==> config.mk <==
export PLATFORM = sky130hd
export DESIGN_NAME = ttc_core
export DESIGN_NICKNAME = d
export VERILOG_FILES = /design/src/ttc_pkg.sv /design/src/ttc_core.sv /design/src/ttc_pin_sampler.sv
export SDC_FILE = /design/constraint.sdc
export NUM_CORES = 1
export LEC_CHECK = 0
export ABC_AREA = 1
export BUFFER_PORTS_ARGS = -buffer_cell sky130_fd_sc_hd__buf_2
export CAP_MARGIN = 20
export CORE_MARGIN = 2
export CORE_UTILIZATION = 40
export CTS_CLUSTER_SIZE = 30
export DETAILED_ROUTE_END_ITERATION = 12
export GPL_TIMING_DRIVEN = 0
export MAX_ROUTING_LAYER = met4
export SETUP_SLACK_MARGIN = 0.4
export SYNTH_ARGS = -nofsm -noshare
export SYNTH_HDL_FRONTEND = slang
export SYNTH_SLANG_ARGS = --single-unit
export TNS_END_PERCENT = 30
==> constraint.sdc <==
create_clock -name clk_sys -period 3.97 [get_ports clk_sys]
set_input_delay 0.397 -clock clk_sys [delete_from_list [all_inputs] [get_ports clk_sys]]
set_output_delay 0.397 -clock clk_sys [all_outputs]
set_load 0.01 [all_outputs]
==> src/ttc_pkg.sv <==
// Constants, types and shared arithmetic for the triple timer/counter
//****************************************************************************
// What this block does
// RULE1: Timer function increments once per machine cycle of twelve clock periods.
// RULE2: Count pins are sampled once per machine cycle; high then low counts one.
// RULE3: A detected count edge shows in the counter in the following machine cycle.
// RULE4: Mode field: 00 13-bit, 01 16-bit, 10 8-bit reload, 11 split or stop.
// RULE5: 13-bit mode uses high byte plus low five bits of low byte.
// RULE6: 13-bit rollover from all ones to zero sets the overflow flag.
// RULE7: Counting needs run set and either qualify clear or interrupt pin high.
// RULE8: Qualify bits sit at mode register bit 7 for B, bit 3 for A.
// RULE9: 16-bit mode counts across both bytes, flags on wrap, keeps counting.
// RULE10: 8-bit reload mode flags low byte overflow and reloads it from high byte.
// RULE11: Timer B in mode 3 holds its count as if stopped.
// RULE12: Timer A mode 3: low byte uses A controls; high byte uses B run and flag.
// RULE13: With A in mode 3, B runs outside its mode 3 and still feeds baud.
// RULE14: Timer C control bits from 7: flags, baud selects, trigger, run, source, capture.
// RULE15: Timer C runs only while its run bit is one.
// RULE16: Timer C source: zero counts machine cycles, one counts event pin falls.
// RULE17: Timer C mode: reload, capture, or baud generator when either baud select set.
// RULE18: Timer C overflow in capture or reload mode sets its overflow flag.
// RULE19: Capture mode trigger fall copies count into capture pair, sets external flag.
// RULE20: Reload mode reloads on rollover, and on trigger fall when trigger enabled.
// RULE21: With trigger enable clear, timer C ignores the trigger pin.
// RULE22: With a baud select set, capture bit is ignored and overflow reloads.
// RULE23: Timer C external flag raises an interrupt request like the overflow flag.
// RULE24: Baud mode never sets overflow flag; both timer C flags stay until cleared.
// RULE25: Baud selects route timer C overflows, else timer B overflows, to serial clocks.
//****************************************************************************

package ttc_pkg;

    // Machine cycle phases, counted in clk_sys periods
    localparam logic [3:0] MC_LAST      = 4'hB;
    localparam logic [3:0] SAMPLE_PHASE = 4'h9;
    localparam logic [3:0] UPDATE_PHASE = 4'h2;

    // Register byte offsets
    localparam logic [5:0] REG_CTRL   = 6'h00;
    localparam logic [5:0] REG_MODE   = 6'h04;
    localparam logic [5:0] REG_A_LOW  = 6'h08;
    localparam logic [5:0] REG_A_HIGH = 6'h0C;
    localparam logic [5:0] REG_B_LOW  = 6'h10;
    localparam logic [5:0] REG_B_HIGH = 6'h14;
    localparam logic [5:0] REG_C_CTRL = 6'h18;
    localparam logic [5:0] REG_C_LOW  = 6'h1C;
    localparam logic [5:0] REG_C_HIGH = 6'h20;
    localparam logic [5:0] REG_CAP_LO = 6'h24;
    localparam logic [5:0] REG_CAP_HI = 6'h28;

    // timer_ctrl_reg fields
    localparam int CTL_OVF_B = 7;
    localparam int CTL_RUN_B = 6;
    localparam int CTL_OVF_A = 5;
    localparam int CTL_RUN_A = 4;

    // timer_mode_reg fields
    localparam int MOD_GATE_B = 7;
    localparam int MOD_CT_B   = 6;
    localparam int MOD_M_B    = 4;
    localparam int MOD_GATE_A = 3;
    localparam int MOD_CT_A   = 2;
    localparam int MOD_M_A    = 0;

    // timer_c_control_reg fields
    localparam int CC_OVF = 7;
    localparam int CC_EXT = 6;
    localparam int CC_RXB = 5;
    localparam int CC_TXB = 4;
    localparam int CC_TRG = 3;
    localparam int CC_RUN = 2;
    localparam int CC_SRC = 1;
    localparam int CC_CAP = 0;

    localparam logic [7:0] RESET_BYTE = 8'h00;

    typedef enum logic [1:0] {
        TTC_M13 = 2'h0,
        TTC_M16 = 2'h1,
        TTC_M8R = 2'h2,
        TTC_M3  = 2'h3
    } ttc_mode_t;

    // One count step of timer A or B; bit 16 is the overflow
    function automatic logic [16:0] ttc_step(ttc_mode_t m, logic [15:0] v);
        logic [16:0] r;
        r = {1'b0, v};
        unique case (m)
            TTC_M13: begin
                r[4:0]  = v[4:0] + 5'h1;
                r[15:8] = v[15:8] + {7'h0, &v[4:0]};
                r[16]   = &{v[15:8], v[4:0]};
            end
            TTC_M16: begin
                r = {1'b0, v} + 17'h1;
            end
            TTC_M8R: begin
                r[7:0] = (&v[7:0]) ? v[15:8] : v[7:0] + 8'h1;
                r[16]  = &v[7:0];
            end
            TTC_M3: begin
                r[7:0] = v[7:0] + 8'h1;
                r[16]  = &v[7:0];
            end
        endcase
        return r;
    endfunction : ttc_step

endpackage : ttc_pkg
==> src/ttc_core.sv <==
// Triple timer/counter with Avalon-MM register access
`timescale 1ns/1ps

module ttc_core (
    input  wire logic        clk_sys,
    input  wire logic        reset_n,
    input  wire logic [5:0]  avs_address,
    input  wire logic        avs_read,
    input  wire logic        avs_write,
    input  wire logic [31:0] avs_writedata,
    input  wire logic [3:0]  avs_byteenable,
    output logic      [31:0] avs_readdata,
    output logic             avs_waitrequest,
    input  wire logic        countPinA,
    input  wire logic        countPinB,
    input  wire logic        eventPinC,
    input  wire logic        triggerPin,
    input  wire logic        extIrqAPin,
    input  wire logic        extIrqBPin,
    output logic             timerAOvfFlag,
    output logic             timerBOvfFlag,
    output logic             timerCOvfFlag,
    output logic             timerCExtFlag,
    output logic             rxBaudTick,
    output logic             txBaudTick
);
    //************************************************************************
    // Declarations
    //************************************************************************
    logic       ackQ;
    logic       busWr;
    logic [7:0] wd;
    logic [7:0] rdMux;
    logic [3:0] mcQ;
    logic       sampleTick;
    logic       updTick;
    logic       irqALvl, irqBLvl;
    logic       fallA, fallB, fallC, fallT;
    logic       pendAQ, pendBQ, pendCQ;
    logic       runAQ, runBQ, ovfAQ, ovfBQ;
    logic [7:0] tmodQ;
    logic [7:0] aLowQ, aHighQ, bLowQ, bHighQ;
    logic [7:0] cLowQ, cHighQ, capLowQ, capHighQ;
    logic [5:0] cCfgQ;
    logic       ovfCQ, extCQ;

    ttc_pkg::ttc_mode_t modeA, modeB;
    logic [16:0] stepA, stepB;
    logic        tickA, tickAH, tickB, bOvfEv;
    logic        cRun, baud, capMode, tickC, cOvf, trigC, reload, capture;
    logic [16:0] cNext;

    //************************************************************************
    // Avalon-MM slave: one wait cycle, then answer
    //************************************************************************

    // Wait state is cleared on the second cycle of every request
    assign avs_waitrequest = (avs_read | avs_write) & ~ackQ;
    assign busWr           = avs_write & ackQ & avs_byteenable[0];
    assign wd              = avs_writedata[7:0];

    always_ff @(posedge clk_sys or negedge reset_n) begin
        if (!reset_n) begin
            ackQ <= 1'b0;
        end else begin
            ackQ <= (avs_read | avs_write) & ~ackQ;
        end
    end

    // Write strobe for one register
    function automatic logic wrHit(logic [5:0] off);
        return busWr && (avs_address == off);
    endfunction : wrHit

    // Read multiplexer; unmapped offsets read zero
    always_comb begin
        unique case (avs_address)
            ttc_pkg::REG_CTRL:   rdMux = {ovfBQ, runBQ, ovfAQ, runAQ, 4'h0};
            ttc_pkg::REG_MODE:   rdMux = tmodQ;
            ttc_pkg::REG_A_LOW:  rdMux = aLowQ;
            ttc_pkg::REG_A_HIGH: rdMux = aHighQ;
            ttc_pkg::REG_B_LOW:  rdMux = bLowQ;
            ttc_pkg::REG_B_HIGH: rdMux = bHighQ;
            ttc_pkg::REG_C_CTRL: rdMux = {ovfCQ, extCQ, cCfgQ}; // RULE14
            ttc_pkg::REG_C_LOW:  rdMux = cLowQ;
            ttc_pkg::REG_C_HIGH: rdMux = cHighQ;
            ttc_pkg::REG_CAP_LO: rdMux = capLowQ;
            ttc_pkg::REG_CAP_HI: rdMux = capHighQ;
            default:             rdMux = 8'h00;
        endcase
    end

    // Read data captured in the wait cycle, valid while waitrequest is low
    always_ff @(posedge clk_sys or negedge reset_n) begin
        if (!reset_n) begin
            avs_readdata <= 32'h0;
        end else if (avs_read && !ackQ) begin
            avs_readdata <= {24'h0, rdMux};
        end
    end

    //************************************************************************
    // Machine cycle and pin sampling
    //************************************************************************

    // Twelve clocks per machine cycle
    always_ff @(posedge clk_sys or negedge reset_n) begin
        if (!reset_n) begin
            mcQ <= 4'h0;
        end else begin
            mcQ <= (mcQ == ttc_pkg::MC_LAST) ? 4'h0 : mcQ + 4'h1; // RULE1
        end
    end

    assign sampleTick = (mcQ == ttc_pkg::SAMPLE_PHASE);
    assign updTick    = (mcQ == ttc_pkg::UPDATE_PHASE);

    ttc_pin_sampler u_smpA (.clk_sys(clk_sys), .reset_n(reset_n), .pinIn(countPinA),
        .sampleTick(sampleTick), .pinLevel(), .fallSeen(fallA));
    ttc_pin_sampler u_smpB (.clk_sys(clk_sys), .reset_n(reset_n), .pinIn(countPinB),
        .sampleTick(sampleTick), .pinLevel(), .fallSeen(fallB));
    ttc_pin_sampler u_smpC (.clk_sys(clk_sys), .reset_n(reset_n), .pinIn(eventPinC),
        .sampleTick(sampleTick), .pinLevel(), .fallSeen(fallC));
    ttc_pin_sampler u_smpT (.clk_sys(clk_sys), .reset_n(reset_n), .pinIn(triggerPin),
        .sampleTick(sampleTick), .pinLevel(), .fallSeen(fallT));
    ttc_pin_sampler u_smpIA (.clk_sys(clk_sys), .reset_n(reset_n), .pinIn(extIrqAPin),
        .sampleTick(sampleTick), .pinLevel(irqALvl), .fallSeen());
    ttc_pin_sampler u_smpIB (.clk_sys(clk_sys), .reset_n(reset_n), .pinIn(extIrqBPin),
        .sampleTick(sampleTick), .pinLevel(irqBLvl), .fallSeen());

    // Detected edges wait for the update phase of the next machine cycle
    always_ff @(posedge clk_sys or negedge reset_n) begin
        if (!reset_n) begin
            pendAQ <= 1'b0;
            pendBQ <= 1'b0;
            pendCQ <= 1'b0;
        end else begin
            pendAQ <= fallA | (pendAQ & ~updTick); // RULE3
            pendBQ <= fallB | (pendBQ & ~updTick); // RULE3
            pendCQ <= fallC | (pendCQ & ~updTick); // RULE3
        end
    end

    //************************************************************************
    // Timer A and timer B
    //************************************************************************

    assign modeA = ttc_pkg::ttc_mode_t'(tmodQ[ttc_pkg::MOD_M_A +: 2]); // RULE4
    assign modeB = ttc_pkg::ttc_mode_t'(tmodQ[ttc_pkg::MOD_M_B +: 2]); // RULE4
    assign stepA = ttc_pkg::ttc_step(modeA, {aHighQ, aLowQ}); // RULE5
    assign stepB = ttc_pkg::ttc_step(modeB, {bHighQ, bLowQ}); // RULE5

    // Count enables: run, pin qualify, source
    assign tickA = updTick & runAQ
                 & (~tmodQ[ttc_pkg::MOD_GATE_A] | irqALvl)       // RULE7 RULE8
                 & (~tmodQ[ttc_pkg::MOD_CT_A] | pendAQ);         // RULE2
    assign tickAH = updTick & runBQ & (modeA == ttc_pkg::TTC_M3); // RULE12
    assign tickB = updTick & runBQ
                 & (~tmodQ[ttc_pkg::MOD_GATE_B] | irqBLvl)       // RULE7 RULE8
                 & (~tmodQ[ttc_pkg::MOD_CT_B] | pendBQ)          // RULE2
                 & (modeB != ttc_pkg::TTC_M3);                   // RULE11 RULE13
    assign bOvfEv = tickB & stepB[16];

    // Mode register
    always_ff @(posedge clk_sys or negedge reset_n) begin
        if (!reset_n) begin
            tmodQ <= ttc_pkg::RESET_BYTE;
        end else if (wrHit(ttc_pkg::REG_MODE)) begin
            tmodQ <= wd;
        end
    end

    // Run bits; writing them leaves the counts alone
    always_ff @(posedge clk_sys or negedge reset_n) begin
        if (!reset_n) begin
            runAQ <= 1'b0;
            runBQ <= 1'b0;
        end else if (wrHit(ttc_pkg::REG_CTRL)) begin
            runAQ <= wd[ttc_pkg::CTL_RUN_A]; // RULE7
            runBQ <= wd[ttc_pkg::CTL_RUN_B];
        end
    end

    // Overflow flags; a hardware set wins over a software clear
    always_ff @(posedge clk_sys or negedge reset_n) begin
        if (!reset_n) begin
            ovfAQ <= 1'b0;
            ovfBQ <= 1'b0;
        end else begin
            ovfAQ <= (tickA & stepA[16])                          // RULE6 RULE9 RULE10
                   | (wrHit(ttc_pkg::REG_CTRL) ? wd[ttc_pkg::CTL_OVF_A] : ovfAQ);
            ovfBQ <= (tickAH & (&aHighQ))                         // RULE12
                   | (bOvfEv & (modeA != ttc_pkg::TTC_M3))        // RULE13
                   | (wrHit(ttc_pkg::REG_CTRL) ? wd[ttc_pkg::CTL_OVF_B] : ovfBQ);
        end
    end

    // Timer A low byte
    always_ff @(posedge clk_sys or negedge reset_n) begin
        if (!reset_n) begin
            aLowQ <= ttc_pkg::RESET_BYTE;
        end else if (wrHit(ttc_pkg::REG_A_LOW)) begin
            aLowQ <= wd;
        end else if (tickA) begin
            aLowQ <= stepA[7:0]; // RULE10 RULE12
        end
    end

    // Timer A high byte; in mode 3 a plain machine cycle counter
    always_ff @(posedge clk_sys or negedge reset_n) begin
        if (!reset_n) begin
            aHighQ <= ttc_pkg::RESET_BYTE;
        end else if (wrHit(ttc_pkg::REG_A_HIGH)) begin
            aHighQ <= wd;
        end else if (tickAH) begin
            aHighQ <= aHighQ + 8'h1; // RULE12
        end else if (tickA && modeA != ttc_pkg::TTC_M3) begin
            aHighQ <= stepA[15:8]; // RULE9
        end
    end

    // Timer B low byte
    always_ff @(posedge clk_sys or negedge reset_n) begin
        if (!reset_n) begin
            bLowQ <= ttc_pkg::RESET_BYTE;
        end else if (wrHit(ttc_pkg::REG_B_LOW)) begin
            bLowQ <= wd;
        end else if (tickB) begin
            bLowQ <= stepB[7:0]; // RULE10
        end
    end

    // Timer B high byte
    always_ff @(posedge clk_sys or negedge reset_n) begin
        if (!reset_n) begin
            bHighQ <= ttc_pkg::RESET_BYTE;
        end else if (wrHit(ttc_pkg::REG_B_HIGH)) begin
            bHighQ <= wd;
        end else if (tickB) begin
            bHighQ <= stepB[15:8]; // RULE9
        end
    end

    //************************************************************************
    // Timer C
    //************************************************************************

    assign cRun    = cCfgQ[ttc_pkg::CC_RUN];
    assign baud    = cCfgQ[ttc_pkg::CC_RXB] | cCfgQ[ttc_pkg::CC_TXB];
    assign capMode = cCfgQ[ttc_pkg::CC_CAP] & ~baud;                    // RULE22
    assign tickC   = updTick & cRun                                     // RULE15
                   & (~cCfgQ[ttc_pkg::CC_SRC] | pendCQ);                // RULE16
    assign cNext   = {1'b0, cHighQ, cLowQ} + 17'h1;
    assign cOvf    = tickC & cNext[16];
    assign trigC   = fallT & cCfgQ[ttc_pkg::CC_TRG] & cRun;             // RULE21
    assign reload  = (cOvf & ~capMode) | (trigC & ~capMode & ~baud);    // RULE17 RULE20
    assign capture = trigC & capMode;                                   // RULE19

    // Configuration bits of timer_c_control_reg
    always_ff @(posedge clk_sys or negedge reset_n) begin
        if (!reset_n) begin
            cCfgQ <= 6'h00;
        end else if (wrHit(ttc_pkg::REG_C_CTRL)) begin
            cCfgQ <= wd[5:0]; // RULE14
        end
    end

    // Timer C flags; sticky until software writes zero, set wins
    always_ff @(posedge clk_sys or negedge reset_n) begin
        if (!reset_n) begin
            ovfCQ <= 1'b0;
            extCQ <= 1'b0;
        end else begin
            ovfCQ <= (cOvf & ~baud)                                 // RULE18 RULE24
                   | (wrHit(ttc_pkg::REG_C_CTRL) ? wd[ttc_pkg::CC_OVF] : ovfCQ);
            extCQ <= trigC                                          // RULE19 RULE20
                   | (wrHit(ttc_pkg::REG_C_CTRL) ? wd[ttc_pkg::CC_EXT] : extCQ);
        end
    end

    // Timer C count, reloaded from the capture pair
    always_ff @(posedge clk_sys or negedge reset_n) begin
        if (!reset_n) begin
            cLowQ  <= ttc_pkg::RESET_BYTE;
            cHighQ <= ttc_pkg::RESET_BYTE;
        end else begin
            if (wrHit(ttc_pkg::REG_C_LOW)) begin
                cLowQ <= wd;
            end else if (reload) begin
                cLowQ <= capLowQ; // RULE20 RULE22
            end else if (tickC) begin
                cLowQ <= cNext[7:0];
            end
            if (wrHit(ttc_pkg::REG_C_HIGH)) begin
                cHighQ <= wd;
            end else if (reload) begin
                cHighQ <= capHighQ; // RULE20
            end else if (tickC) begin
                cHighQ <= cNext[15:8];
            end
        end
    end

    // Capture pair, written by software or by a trigger in capture mode
    always_ff @(posedge clk_sys or negedge reset_n) begin
        if (!reset_n) begin
            capLowQ  <= ttc_pkg::RESET_BYTE;
            capHighQ <= ttc_pkg::RESET_BYTE;
        end else begin
            if (wrHit(ttc_pkg::REG_CAP_LO)) begin
                capLowQ <= wd;
            end else if (capture) begin
                capLowQ <= cLowQ; // RULE19
            end
            if (wrHit(ttc_pkg::REG_CAP_HI)) begin
                capHighQ <= wd;
            end else if (capture) begin
                capHighQ <= cHighQ; // RULE19
            end
        end
    end

    // Serial clock pulses from timer C or timer B overflows
    always_ff @(posedge clk_sys or negedge reset_n) begin
        if (!reset_n) begin
            rxBaudTick <= 1'b0;
            txBaudTick <= 1'b0;
        end else begin
            rxBaudTick <= cCfgQ[ttc_pkg::CC_RXB] ? cOvf : bOvfEv; // RULE25 RULE13
            txBaudTick <= cCfgQ[ttc_pkg::CC_TXB] ? cOvf : bOvfEv; // RULE25
        end
    end

    // Flags to the interrupt logic
    assign timerAOvfFlag = ovfAQ;
    assign timerBOvfFlag = ovfBQ;
    assign timerCOvfFlag = ovfCQ;
    assign timerCExtFlag = extCQ; // RULE23
endmodule : ttc_core

==> src/ttc_pin_sampler.sv <==
// Pin synchroniser and once-per-machine-cycle falling edge sampler
`timescale 1ns/1ps

module ttc_pin_sampler (
    input  wire logic clk_sys,
    input  wire logic reset_n,
    input  wire logic pinIn,
    input  wire logic sampleTick,
    output logic      pinLevel,
    output logic      fallSeen
);
    logic [1:0] syncQ;
    logic       sampQ;

    // Two flops before anything looks at the pin
    always_ff @(posedge clk_sys or negedge reset_n) begin
        if (!reset_n) begin
            syncQ <= 2'h0;
        end else begin
            syncQ <= {syncQ[0], pinIn};
        end
    end

    // One sample per machine cycle; high then low gives one pulse
    always_ff @(posedge clk_sys or negedge reset_n) begin
        if (!reset_n) begin
            sampQ    <= 1'b0;
            fallSeen <= 1'b0;
        end else begin
            fallSeen <= sampleTick & sampQ & ~syncQ[1]; // RULE2
            if (sampleTick) begin
                sampQ <= syncQ[1];
            end
        end
    end

    assign pinLevel = syncQ[1];

endmodule : ttc_pin_sampler

==> metrics.cfg <==
[worst_setup_path]
worst_r2r_startpoint=cLowQ[0]$_DFFE_PN0P_
path_class=flop to flop
path_max_fanout=10
crit_required_ns=4.28
r2r_slack_ns=1.84
arrival_ns=2.44
worst-r2r-cell-count=11
startpoint_type=flop
cp-end-kind=flop
reg2reg_to=cLowQ[4]$_DFFE_PN0P_

[timing]
hold_ws_ns=0.07354
finalCriticalPeriod_ns=2.127
fin_setup_tns_ns=0
layout_setup_ws_ns=1.843
tightest_slew_ns=0.5906
fmax_mhz=470.2
slew_violations=0
grt_setup_unrepaired=false
post-route-period-util_pct=53.57
setup_viol=0
fin_worst_skew_ns=0.01013
finalHoldViolCount=0
slew_headroom_pct=60.48

[clock_network]
cts_setup_buffers=0
numCtsBuffers=17
root_buffer=clkbuf_16
cts_sinks=122
htreeDepth=4
cts_tree=built
clk_pin_slew_ns=0.06
insertion_delay_ns=0.43
cts_max_path_buffers=2
ctsResizeCount=0

[die]
die_w_um=145.1
dieArea_um2=21040
die_h_um=145.1
initial_utilization_pct=40.89
rows=51
core_area_um2=19460
ios=91

[synthesis]
ys_seq_elements=122
yosysSeqAreaShare_pct=38.36
synth.most_common_cell=nand2_1
ys.flop_type=dfrtp_1
synth_area_leader_cell=dfrtp_1
synth_edf_count=0
postSynthCellCount=1115
yosys_warnings=0
synth.distinct_cells=39
synth_common_cells=nand2_1, inv_1, dfrtp_1, nand3_1, nor2_1
synth.area.top_cells=dfrtp_1, nand2_1, nand3_1, inv_1, o21ai_0
avgSynthCellArea_um2=7.138
netlist_area_um2=7959
synth_top_area_share_pct=38.36
ys_async_sr_fraction_pct=100.0

[place]
placed_cells=1443
post-place-ws_ns=1.869
place_congestion=0.9197
port_buffers=39
dp_hpwl_um=19150

[power]
p_int_mw=2.557
power.density_nw_per_um2=400.3
clkPwrFrac_pct=44.3
leakage_nw=4.531
combPwrFrac_pct=15.3
power.switching_mw=1.138
vdd_drop_max_v=0.0002657
seq_power_share_pct=40.4
netSwitchingFraction_pct=30.80

[min_path]
hold_class=input pin to flop
hold_start=countPinA
whs_path_depth=1
min_to=u_smpA.syncQ[0]$_DFF_PN0_

[cells_and_area]
seq_area_um2=3053
num-nets-final=1272
antenna_cells=0
fin_util_pct=47.43
num-fill-cells=1934
area_growth_pct=15.97
multi_input_area_um2=4160
final_cells=1476
drive_gt1_share_pct=13.05

[routing]
first_iter_violations=674
wl_per_cell_um=17.31
dr.pass1.iters=6
drt_wl_total_um=25540
vias=7664
route.detailed.drc=0
vias_per_cell=5.192
final_antenna_net_count=0

[global_route]
antenna_found_initial=0
grt_pass1_vias=7411
grt_start_max_net_pins=69
grt.overflow.total=0
met3_usage_pct=5.252
grt_pass1_wl_um=40830
grtUsageMet2_pct=38.33
grt.busiest_layer=met2
grt_use_total_pct=25.59
grt_util_met1_pct=33.55

[run]
maxCapViolCount=0

[status]
status=complete, no violations

[stage by stage]
stage | power [mW] | cell area [um^2]
floorplan | 1.839 | 8045
global placement | 2.059 | 8572
detailed placement | 2.068 | 8606
CTS | 3.716 | 9230
global route | 3.879 | 9230
finish | 3.695 | 9230
[critical path, cell delays in order (launching register included)]
cell and delay (ns):
dfrtp_1 0.58, ha_1 0.28, nand2_2 0.10, nor2_4 0.14, nand2_2 0.09, nor2_2 0.14, nand3_2 0.10, nand2_2 0.16
buf_4 0.20, o21ai_0 0.10, nand2_1 0.08, nand3_1 0.06
[cell families after synthesis]
group	synth area share [%]
AND/OR/NAND/NOR	32.75
buffers and inverters	10.45
AO/OA/AOI/OAI	13.06
flip-flops	38.36
adder cells (fa/ha/maj)	3.459
XOR/XNOR	1.871
other	0.04712
[repair_timing]
action | CTS | global route
endpoints found under the hold margin | 54 | 0
endpoints found under the setup margin | 0 | 0
hold buffers | 1 | 0
[cells in the final DEF, fill, tap and decap left out, types with 4 or more instances in the layout]
cell type	netlist	routed
o21ai_1	6	6
clkbuf_16	0	17
nand2_1	318	318
inv_6	0	4
ha_1	22	22
nand4_1	14	14
o221ai_1	10	10
clkbuf_1	6	7
xor2_1	13	13
nor3_1	16	16
o21bai_1	5	5
conb_1	1	24
nor2_4	8	8
dfrtp_1	122	122
nor2_1	88	88
o22ai_1	27	27
nand2_2	11	11
buf_2	9	47
nor2_2	9	9
inv_2	10	10
o211ai_1	18	18
nand3_1	116	116
buf_6	3	4
inv_1	132	132
a21oi_1	23	23
o21ai_0	73	73
xnor2_1	4	4
buf_4	25	25
a21o_1	6	6
[state kept, by name, summed over array words and instances (netlist names), 2 cells and up]
name	cells
aHighQ	8
aLowQ	8
avs_readdata	8
bHighQ	8
bLowQ	8
cCfgQ	6
cHighQ	8
cLowQ	8
capHighQ	8
capLowQ	8
mcQ	4
tmodQ	8
u_smpA.syncQ	2
u_smpB.syncQ	2
u_smpC.syncQ	2
u_smpIA.syncQ	2
u_smpIB.syncQ	2
u_smpT.syncQ	2
[per-layer routing]
metal | share of wire, % | vias up
met3 | 6.1 | 62
li1 | - | 3782
met4 | 4.2 | 0
met1 | 45 | 3560
met2 | 45 | 260
met5 | 0 | -
[worst max-delay path by stage]
stage / start / to / slack, ns / depth (start not counted)
2_1_floorplan: bLowQ[0]$_DFFE_PN0P_ / bHighQ[1]$_DFFE_PN0P_ / 2.11 / 9
3_3_place_gp: reset_n / u_smpIA.syncQ[0]$_DFF_PN0_ / 0.77 / 1
3_5_place_dp: cLowQ[0]$_DFFE_PN0P_ / cLowQ[4]$_DFFE_PN0P_ / 1.87 / 11
4_1_cts: cLowQ[0]$_DFFE_PN0P_ / cLowQ[4]$_DFFE_PN0P_ / 1.87 / 11
5_1_grt: tmodQ[5]$_DFFE_PN0P_ / txBaudTick$_DFF_PN0_ / 1.64 / 9
6_report: cLowQ[0]$_DFFE_PN0P_ / cLowQ[4]$_DFFE_PN0P_ / 1.84 / 11
[power groups by stage]
stage	combinational, mW	sequential [mW]	clock [mW]
3_5_place_dp	0.558	1.51	0
2_1_floorplan	0.375	1.46	0
5_1_grt	0.649	1.51	1.72
4_1_cts	0.561	1.49	1.67
6_report	0.566	1.49	1.64
3_3_place_gp	0.550	1.51	0
[area by class of cell]
| cell class | instances | share of cell area, % |
|---|---|---|
| flip-flops and latches | 122 | 33.08 |
| plain buffers | 43 | 3.131 |
| clock buffers | 18 | 4.650 |
| well taps | 265 | 3.592 |
| clock inverters | 14 | 2.006 |
| repair buffers | 41 | 2.589 |
| inverters | 144 | 5.883 |
| multi-input cells | 829 | 45.07 |
(Power assumes the default switching activity.)
